**src/shared/pva_consts.vh**
```
`ifndef PVA_CONSTS_VH
`define PVA_CONSTS_VH

// channel count and per-channel setting block
`define PVA_NCH          4
`define PVA_CH_W         2
`define PVA_IDX_W        3
`define PVA_WORDS        8
`define PVA_ADDR_W       5

// setting word index inside a channel block
`define PVA_IDX_ZERO     3'h0
`define PVA_IDX_SPAN     3'h1
`define PVA_IDX_SMIN     3'h2
`define PVA_IDX_SMAX     3'h3
`define PVA_IDX_HI       3'h4
`define PVA_IDX_LO       3'h5
`define PVA_IDX_HYST     3'h6
`define PVA_IDX_DELAY    3'h7
`define PVA_IDX_LAST     3'h7

// raw full scale is 2**14 counts; span gain 1.0 is 2**14
`define PVA_FS_SHIFT     14
`define PVA_FS           18'sh04000
`define PVA_ZERO18       18'sh00000

// reset values and alarm counter step
`define PVA_DATA_RST     16'h0000
`define PVA_CNT_RST      16'h0000
`define PVA_CNT_ONE      16'h0001

`endif

```
**src/hw/setting_mem.v**
```verilog
`timescale 1ns/100ps
`include "pva_consts.vh"
// per-channel setting store, one write port, registered read port
module setting_mem (
  input  wire                     clk,
  input  wire                     wr_en,
  input  wire [`PVA_ADDR_W-1:0]   wr_addr,
  input  wire [15:0]              wr_data,
  input  wire [`PVA_ADDR_W-1:0]   rd_addr,
  output reg  [15:0]              rd_data
);

  reg [15:0] mem [0:`PVA_NCH*`PVA_WORDS-1];

  // no reset: contents are loaded by the controller before use
  always @(posedge clk) begin
    if (wr_en) begin
      mem[wr_addr] <= wr_data;
    end
    rd_data <= mem[rd_addr];
  end

endmodule // setting_mem

```
**src/hw/pv_alarm_scaler.v**
```verilog
`timescale 1ns/100ps
`include "pva_consts.vh"

// Function
// RQ1: a channel's high alarm turns on when its compared value exceeds the high set value.
// RQ2: a channel's low alarm turns on when its compared value is below the low set value.
// RQ3: an active high alarm clears only when the value falls below the present high set value minus hysteresis.
// RQ4: an active low alarm clears only when the value rises above the present low set value plus hysteresis.
// RQ5: high and low limits are evaluated independently, whichever is larger.
// RQ6: an alarm turns on only if its condition holds through the whole alarm-on delay.
// RQ7: a range maximum below the range minimum gives a process value that falls as the input rises.
// RQ8: alarms compare the scaled process value, never the raw input.
// RQ9: on disconnection with the high choice, the channel outputs its range maximum.
// RQ10: on disconnection with the low choice, the channel outputs its range minimum.
// RQ11: a span adjustment of zero makes the conversion result constant.
// RQ12: the controller keeps the scaling minimum and maximum distinct and well apart.
// RQ13: a readable cold-junction error flag reports that compensation cannot operate.
// RQ14: faulty or disconnected input wiring is reported as a sensor error.
// RQ15: while restarting, every conversion data word reads as zero.
// RQ16: the controller applies settings or recovers by pulsing restart on then off; here settings take hold at the next sample without a pulse.
// RQ17: hysteresis applies to clearing every active alarm.
module pv_alarm_scaler (
  input  wire                     clk,
  input  wire                     rst,
  input  wire                     restart,
  input  wire                     cfg_we,
  input  wire [`PVA_CH_W-1:0]     cfg_ch,
  input  wire [`PVA_IDX_W-1:0]    cfg_idx,
  input  wire [15:0]              cfg_data,
  input  wire [`PVA_NCH-1:0]      err_high_sel,
  input  wire                     sample_valid,
  output wire                     sample_ready,
  input  wire [`PVA_CH_W-1:0]     sample_ch,
  input  wire [15:0]              sample_raw,
  input  wire                     sample_disc,
  input  wire                     cj_fault,
  output reg                      pv_valid,
  output reg  [`PVA_CH_W-1:0]     pv_ch,
  output reg  [15:0]              pv_out,
  output wire [16*`PVA_NCH-1:0]   pv_data,
  output reg  [`PVA_NCH-1:0]      hi_alarm,
  output reg  [`PVA_NCH-1:0]      lo_alarm,
  output reg  [`PVA_NCH-1:0]      sensor_err,
  output reg                      cj_err_flag
);

  localparam [2:0] ST_IDLE  = 3'h0;
  localparam [2:0] ST_READ  = 3'h1;
  localparam [2:0] ST_ADJ   = 3'h2;
  localparam [2:0] ST_SCALE = 3'h3;
  localparam [2:0] ST_ALARM = 3'h4;

  reg  [2:0]               state_r;
  reg  [`PVA_IDX_W-1:0]    rd_idx_r;
  reg                      rd_pend_r;
  reg  [`PVA_IDX_W-1:0]    cap_idx_r;
  reg  [`PVA_CH_W-1:0]     s_ch_r;
  reg  [15:0]              s_raw_r;
  reg                      s_disc_r;
  reg  signed [15:0]       zero_r;
  reg  [15:0]              span_r;
  reg  signed [15:0]       smin_r;
  reg  signed [15:0]       smax_r;
  reg  signed [15:0]       hi_r;
  reg  signed [15:0]       lo_r;
  reg  signed [15:0]       hyst_r;
  reg  [15:0]              delay_r;
  reg  signed [17:0]       adj_r;
  reg  signed [15:0]       pv_r;
  reg  [15:0]              data_r   [0:`PVA_NCH-1];
  reg  [15:0]              hi_cnt_r [0:`PVA_NCH-1];
  reg  [15:0]              lo_cnt_r [0:`PVA_NCH-1];
  wire [15:0]              rd_data;
  integer                  i;

  setting_mem u_mem (
    .clk     (clk),
    .wr_en   (cfg_we),
    .wr_addr ({cfg_ch, cfg_idx}),
    .wr_data (cfg_data),
    .rd_addr ({s_ch_r, rd_idx_r}),
    .rd_data (rd_data)
  );

  assign sample_ready = (state_r == ST_IDLE) && !restart;

  genvar g;
  generate
    for (g = 0; g < `PVA_NCH; g = g + 1) begin : g_data
      assign pv_data[16*g+15:16*g] = data_r[g];
    end
  endgenerate

  // span then zero adjustment, clipped to the raw full-scale range
  wire signed [32:0] span_prod = $signed({1'b0, s_raw_r}) * $signed({1'b0, span_r});
  wire signed [17:0] span_part = span_prod[`PVA_FS_SHIFT+17:`PVA_FS_SHIFT];
  wire signed [17:0] adj_raw   = span_part + {{2{zero_r[15]}}, zero_r};
  // a large raw times a large span would read as negative in 18 bits
  wire               span_big  = |span_prod[32:`PVA_FS_SHIFT+17];
  wire signed [17:0] adj_clip  = span_big ? `PVA_FS :
                                 (adj_raw < `PVA_ZERO18) ? `PVA_ZERO18 :
                                 (adj_raw > `PVA_FS) ? `PVA_FS : adj_raw;

  // linear map onto smin..smax; a reversed range gives a negative slope
  wire signed [16:0] range_d   = {smax_r[15], smax_r} - {smin_r[15], smin_r};
  wire signed [34:0] scl_prod  = adj_r * range_d;
  wire signed [16:0] scl_part  = scl_prod[`PVA_FS_SHIFT+16:`PVA_FS_SHIFT];
  wire signed [16:0] pv_sum    = scl_part + {smin_r[15], smin_r};

  // thresholds widened so set value +/- hysteresis cannot wrap
  wire signed [16:0] pv_w      = {pv_r[15], pv_r};
  wire signed [16:0] hi_w      = {hi_r[15], hi_r};
  wire signed [16:0] lo_w      = {lo_r[15], lo_r};
  wire signed [16:0] hyst_w    = {hyst_r[15], hyst_r};
  wire               hi_set    = pv_w > hi_w;
  wire               hi_clr    = pv_w < (hi_w - hyst_w);
  wire               lo_set    = pv_w < lo_w;
  wire               lo_clr    = pv_w > (lo_w + hyst_w);

  // next {on, count} of one alarm; shared by high and low limits
  function [16:0] alarm_next;
    input        on;
    input [15:0] cnt;
    input        set;
    input        clr;
    input [15:0] dly;
    begin
      if (on) begin
        alarm_next = clr ? {1'b0, `PVA_CNT_RST} : {1'b1, `PVA_CNT_RST};
      end else if (!set) begin
        alarm_next = {1'b0, `PVA_CNT_RST};
      end else if (cnt >= dly) begin
        alarm_next = {1'b1, `PVA_CNT_RST};
      end else begin
        alarm_next = {1'b0, cnt + `PVA_CNT_ONE};
      end
    end
  endfunction

  wire [16:0] hi_nxt = alarm_next(hi_alarm[s_ch_r], hi_cnt_r[s_ch_r], hi_set, hi_clr, delay_r); // see RQ1 RQ3 RQ6
  wire [16:0] lo_nxt = alarm_next(lo_alarm[s_ch_r], lo_cnt_r[s_ch_r], lo_set, lo_clr, delay_r); // see RQ2 RQ4 RQ6

  always @(posedge clk or posedge rst) begin
    if (rst) begin
      state_r     <= ST_IDLE;
      rd_idx_r    <= `PVA_IDX_ZERO;
      cap_idx_r   <= `PVA_IDX_ZERO;
      rd_pend_r   <= 1'b0;
      s_ch_r      <= {`PVA_CH_W{1'b0}};
      s_raw_r     <= `PVA_DATA_RST;
      s_disc_r    <= 1'b0;
      zero_r      <= `PVA_DATA_RST;
      span_r      <= `PVA_DATA_RST;
      smin_r      <= `PVA_DATA_RST;
      smax_r      <= `PVA_DATA_RST;
      hi_r        <= `PVA_DATA_RST;
      lo_r        <= `PVA_DATA_RST;
      hyst_r      <= `PVA_DATA_RST;
      delay_r     <= `PVA_DATA_RST;
      adj_r       <= `PVA_ZERO18;
      pv_r        <= `PVA_DATA_RST;
      pv_valid    <= 1'b0;
      pv_ch       <= {`PVA_CH_W{1'b0}};
      pv_out      <= `PVA_DATA_RST;
      hi_alarm    <= {`PVA_NCH{1'b0}};
      lo_alarm    <= {`PVA_NCH{1'b0}};
      sensor_err  <= {`PVA_NCH{1'b0}};
      cj_err_flag <= 1'b0;
      for (i = 0; i < `PVA_NCH; i = i + 1) begin
        data_r[i]   <= `PVA_DATA_RST;
        hi_cnt_r[i] <= `PVA_CNT_RST;
        lo_cnt_r[i] <= `PVA_CNT_RST;
      end
    end else if (restart) begin
      // restart drops work in flight; settings in memory survive
      state_r     <= ST_IDLE;
      rd_pend_r   <= 1'b0;
      pv_valid    <= 1'b0;
      pv_out      <= `PVA_DATA_RST;                    // see RQ15
      hi_alarm    <= {`PVA_NCH{1'b0}};
      lo_alarm    <= {`PVA_NCH{1'b0}};
      sensor_err  <= {`PVA_NCH{1'b0}};
      cj_err_flag <= 1'b0;
      for (i = 0; i < `PVA_NCH; i = i + 1) begin
        data_r[i]   <= `PVA_DATA_RST;                  // see RQ15
        hi_cnt_r[i] <= `PVA_CNT_RST;
        lo_cnt_r[i] <= `PVA_CNT_RST;
      end
    end else begin
      pv_valid    <= 1'b0;
      cj_err_flag <= cj_fault;                         // see RQ13
      case (state_r)
        ST_IDLE: begin
          if (sample_valid) begin
            s_ch_r    <= sample_ch;
            s_raw_r   <= sample_raw;
            s_disc_r  <= sample_disc;
            rd_idx_r  <= `PVA_IDX_ZERO;
            rd_pend_r <= 1'b0;
            state_r   <= ST_READ;
          end
        end
        ST_READ: begin
          // one setting word per cycle, with one idle cycle before the last; data trails the address by one edge
          rd_pend_r <= (rd_idx_r != `PVA_IDX_LAST) || !rd_pend_r;
          cap_idx_r <= rd_idx_r;
          if (rd_idx_r != `PVA_IDX_LAST) begin
            rd_idx_r <= rd_idx_r + 3'h1;
          end
          if (rd_pend_r) begin
            case (cap_idx_r)
              `PVA_IDX_ZERO: zero_r  <= rd_data;
              `PVA_IDX_SPAN: span_r  <= rd_data;
              `PVA_IDX_SMIN: smin_r  <= rd_data;
              `PVA_IDX_SMAX: smax_r  <= rd_data;
              `PVA_IDX_HI:   hi_r    <= rd_data;
              `PVA_IDX_LO:   lo_r    <= rd_data;
              `PVA_IDX_HYST: hyst_r  <= rd_data;
              default:       delay_r <= rd_data;
            endcase
            if (cap_idx_r == `PVA_IDX_LAST) begin
              state_r <= ST_ADJ;
            end
          end
        end
        ST_ADJ: begin
          adj_r   <= adj_clip;                         // see RQ11
          state_r <= ST_SCALE;
        end
        ST_SCALE: begin
          if (s_disc_r) begin
            pv_r <= err_high_sel[s_ch_r] ? smax_r : smin_r; // see RQ9 RQ10
          end else begin
            pv_r <= pv_sum[15:0];                      // see RQ7
          end
          state_r <= ST_ALARM;
        end
        ST_ALARM: begin
          // both limits judged on the scaled value, each on its own
          hi_alarm[s_ch_r] <= hi_nxt[16];              // see RQ5 RQ8 RQ17
          hi_cnt_r[s_ch_r] <= hi_nxt[15:0];
          lo_alarm[s_ch_r] <= lo_nxt[16];              // see RQ5 RQ8 RQ17
          lo_cnt_r[s_ch_r] <= lo_nxt[15:0];
          sensor_err[s_ch_r] <= s_disc_r;              // see RQ14
          data_r[s_ch_r]   <= pv_r;
          pv_out           <= pv_r;
          pv_ch            <= s_ch_r;
          pv_valid         <= 1'b1;
          state_r          <= ST_IDLE;
        end
        default: begin
          state_r <= ST_IDLE;
        end
      endcase
    end
  end

endmodule // pv_alarm_scaler

```
**config.mk**
```make
export PLATFORM = sky130hd
export DESIGN_NAME = pv_alarm_scaler
export DESIGN_NICKNAME = d
export VERILOG_FILES = /design/src/hw/setting_mem.v /design/src/hw/pv_alarm_scaler.v
export VERILOG_INCLUDE_DIRS = /design/src /design/src/shared
export SDC_FILE = /design/constraint.sdc
export NUM_CORES = 2
export LEC_CHECK = 0
export BUFFER_PORTS_ARGS = -buffer_cell sky130_fd_sc_hd__buf_2
export CORE_ASPECT_RATIO = 1.1
export CORE_MARGIN = 5
export CORE_UTILIZATION = 50
export DETAILED_ROUTE_END_ITERATION = 12
export GPL_TIMING_DRIVEN = 0
export PLACE_DENSITY = 0.75
export SLEW_MARGIN = 10
export SYNTH_ARGS = -nofsm -noshare
export SYNTH_HDL_FRONTEND = slang
export SYNTH_HIERARCHICAL = 1
export SYNTH_SLANG_ARGS = --single-unit
```
**constraint.sdc**
```tcl
create_clock -name clk -period 15.85 [get_ports clk]
set_clock_uncertainty 0.05 [all_clocks]
set_input_delay 3.17 -clock clk [delete_from_list [all_inputs] [get_ports clk]]
set_output_delay 3.17 -clock clk [all_outputs]
set_load 0.01 [all_outputs]
```
==> impl_metrics.tcl <==
set metrics [dict create \
    status "complete, no violations" \
    hpwl_mm 111 \
    cts_sinks 942 \
    grt_pass1_wl_mm 241 \
    ir_drop_uv 204 \
    crit_required_ns 16.37 \
    wl_per_cell_um 22.0 \
    ys_ff_latch 942 \
    worstMarginPinSlew_ns 1.27 \
    regToRegSetupSlack_ns 4.75 \
    end_kind "register" \
    finalHoldViolations 0 \
    crit_type "register to register" \
    viasPerCell 5.75 \
    grt_max_degree 125 \
    ctsHoldBuffers 0 \
    wl_mm 155 \
    power_density_mw_per_mm2 154 \
    synth_commonest_cells "inv_1, nand2_1, edfxtp_1" \
    fin_tns_setup_ns 0 \
    synth.avg_cell_area_um2 11.5 \
    critPathArrivalTime_ns 11.62 \
    drive_gt1_share_pct 10.4 \
    io_buffers 145 \
    finalCritPeriodShare_pct 70.0 \
    dr.pass1.iters 8 \
    synth_edf_count 512 \
    antenna_found_initial 4 \
    grt_pass1_vias 42101 \
    worst_hold_slack_ns 0.422 \
    slowest_delay_ns 0.94 \
    drt_iter0_drc 3061 \
    area_growth_pct 10.3 \
    ios 147 \
    die_y_um 372 \
    hold_path.startpoint "hi_cnt_r[1]" \
    reg2reg_from "smin_r[0]" \
    drcViolationCount 0 \
    max_freq_mhz 90.1 \
    cp-start-kind "register" \
    reg2reg_depth 40 \
    yosysSeqAreaShare_pct 43.8 \
    clk_pin_slew_ns 0.07 \
    cpMostUsedCell "fa_1" \
    max_cap_violations 0 \
    cts_resized 0 \
    reg2reg_to "pv_r[15]" \
    yosysWarnings 6 \
    yosysMostFrequentCell "inv_1" \
    synth-async-reset-ratio_pct 43.9 \
    max_slew_margin_pct 14.9 \
    track_usage_pct 24.5 \
    syn-instance-count 5160 \
    setup_viol 0 \
    crit_path_top_delay_cell "xor2_1" \
    syn-num-nets 6007 \
    start_util_pct 50.4 \
    utilization_pct 55.7 \
    slew_viol_final 0 \
    vias 40422 \
    cts-root-buf "clkbuf_16" \
    overflow 0 \
    min_to "hi_cnt_r[1]" \
    ys.flop_type "edfxtp_1" \
    cts_buffer_depth 3 \
    die-area_mm2 0.126 \
    cts_tree "done" \
    htreeDepth 3 \
    drtAntennaViolNets 0 \
    worstHoldPathCells 2 \
    cts_setup_buffers 0 \
    ys_top_cells_by_area "edfxtp_1, dfrtp_1, fa_1" \
    cts_buffers 91 \
    syn_area_mm2 0.0595 \
    synth_top_area_share_pct 25.9 \
    synth_cell_types 80 \
    rows 132 \
    nets 6262 \
    cp_max_fo 10 \
    num-fill-cells 9720 \
    grt_setup_unrepaired "no" \
    clock_latency_ns 0.72 \
    place.gp.congestion 0.921 \
    yosysTopAreaCell "edfxtp_1" \
    hp-class "register to register" \
    final.min_clock_period_ns 11.10 \
    leakage_nw 29.3 \
    fp.coreArea_mm2 0.118 \
    dieWidth_um 339 \
]
==> state kept, by name, summed over array words and instances, names as in the netlist, 4 cells and up <==
| signal | count |
|---|---|
| adj_r | 17 |
| delay_r | 16 |
| hi_alarm | 4 |
| hi_cnt_r | 64 |
| hi_r | 16 |
| hyst_r | 16 |
| lo_alarm | 4 |
| lo_cnt_r | 64 |
| lo_r | 16 |
| pv_data | 64 |
| pv_out | 16 |
| pv_r | 16 |
| s_raw_r | 16 |
| sensor_err | 4 |
| smax_r | 16 |
| smin_r | 16 |
| span_r | 16 |
| u_mem/mem | 512 |
| u_mem/rd_data | 16 |
| zero_r | 16 |
==> layout make-up <==
| type | instances | area [µm²] | share of cell area [%] |
|---|---|---|---|
| diodes | 5 | 12.5 | 0.0191 |
| well taps | 1541 | 1930 | 2.94 |
| flip-flops and latches | 942 | 26100 | 39.7 |
| clock buffers | 119 | 2510 | 3.83 |
| multi-input cells | 3341 | 29900 | 45.6 |
| plain buffers | 227 | 1150 | 1.76 |
| inverters | 650 | 2450 | 3.73 |
| clock inverters | 46 | 614 | 0.936 |
| repair buffers | 162 | 981 | 1.49 |
==> routing by layer <==
| metal | GRT usage (%) | up-vias | part of all wire [%] |
|---|---|---|---|
| met1 | 31.1 | 20405 | 39 |
| li1 | - | 18080 | - |
| met3 | 4.08 | 370 | 7.2 |
| met2 | 42.2 | 1567 | 49 |
| met4 | 10.1 | 0 | 4.3 |
| met5 | 0 | - | 0 |
==> through the flow <==
| stage | setup slack [ns] | area [µm²] | instances | power (mW) |
|---|---|---|---|---|
| detailed placement | 4.93 | 62500 | 6863 | 7.82 |
| finish | 4.75 | 65600 | 7033 | 10.1 |
| global route | 4.22 | 65600 | 7028 | 10.8 |
| global placement | -3.39 | 62100 | 6846 | 7.71 |
| CTS | 4.85 | 65600 | 7028 | 10.1 |
| floorplan | 1.11 | 59500 | 5160 | 6.36 |
==> critical path: cells and delay by family (launching register included) <==
kind,cells,cell delay (ns)
fa+ha+maj,10,4.37
compound gates,14,2.92
flops,1,0.44
simple gates,5,0.59
buf+inv,7,0.80
xor+xnor,4,1.80
==> cells by family after synthesis <==
group	Yosys count	synth area share, %
and+or+nand+nor	1220	9.65
DFF	942	43.8
buffers and inverters	877	6.04
adders and majority gates	797	22.0
AOI/OAI and AO/OA	788	8.75
muxes	400	7.69
xor gates and xnor gates	136	2.03
==> worst max-delay path by stage <==
stage / startpoint / to / slack [ns] / depth (start not counted)
6_report: smin_r[0] / pv_r[15] / 4.75 / 40
5_1_grt: smin_r[0] / pv_r[15] / 4.22 / 40
4_1_cts: smin_r[0] / pv_r[15] / 4.85 / 38
3_3_place_gp: rst / lo_cnt_r[18] / -3.39 / 2
3_5_place_dp: smin_r[0] / pv_r[15] / 4.93 / 38
2_1_floorplan: rst / adj_r[0] / 1.11 / 1
==> placed cells by master (no fill, tap or decap), types with 20 or more instances in the layout <==
| cell type | Yosys | layout |
|---|---|---|
| a21o_1 | 48 | 48 |
| a21oi_1 | 120 | 120 |
| a22o_1 | 117 | 117 |
| a22oi_1 | 64 | 64 |
| a31oi_1 | 25 | 25 |
| and2_1 | 214 | 214 |
| buf_2 | 24 | 169 |
| buf_4 | 19 | 23 |
| clkbuf_1 | 159 | 175 |
| clkbuf_16 | 0 | 92 |
| dfrtp_1 | 414 | 414 |
| edfxtp_1 | 512 | 512 |
| fa_1 | 417 | 417 |
| ha_1 | 380 | 380 |
| inv_1 | 650 | 649 |
| mux2_2 | 106 | 106 |
| mux2i_1 | 259 | 259 |
| mux4_2 | 35 | 35 |
| nand2_1 | 612 | 612 |
| nand2b_1 | 22 | 22 |
| nand3_1 | 66 | 66 |
| nand4_1 | 28 | 28 |
| nor2_1 | 114 | 84 |
| nor2_2 | 0 | 30 |
| nor2b_1 | 50 | 50 |
| nor3_1 | 44 | 44 |
| o211ai_1 | 20 | 20 |
| o21a_1 | 35 | 35 |
| o21ai_0 | 262 | 262 |
| xnor2_1 | 87 | 86 |
| xor2_1 | 48 | 48 |
==> power breakdown <==
part | switching, mW | internal (mW) | total [mW]
Sequential | 0.212 | 2.69 | 2.90
Combinational | 3.09 | 1.87 | 4.96
Clock | 0.975 | 1.27 | 2.24
Total | 4.27 | 5.83 | 10.1
Power figures use the tool's default switching activity.
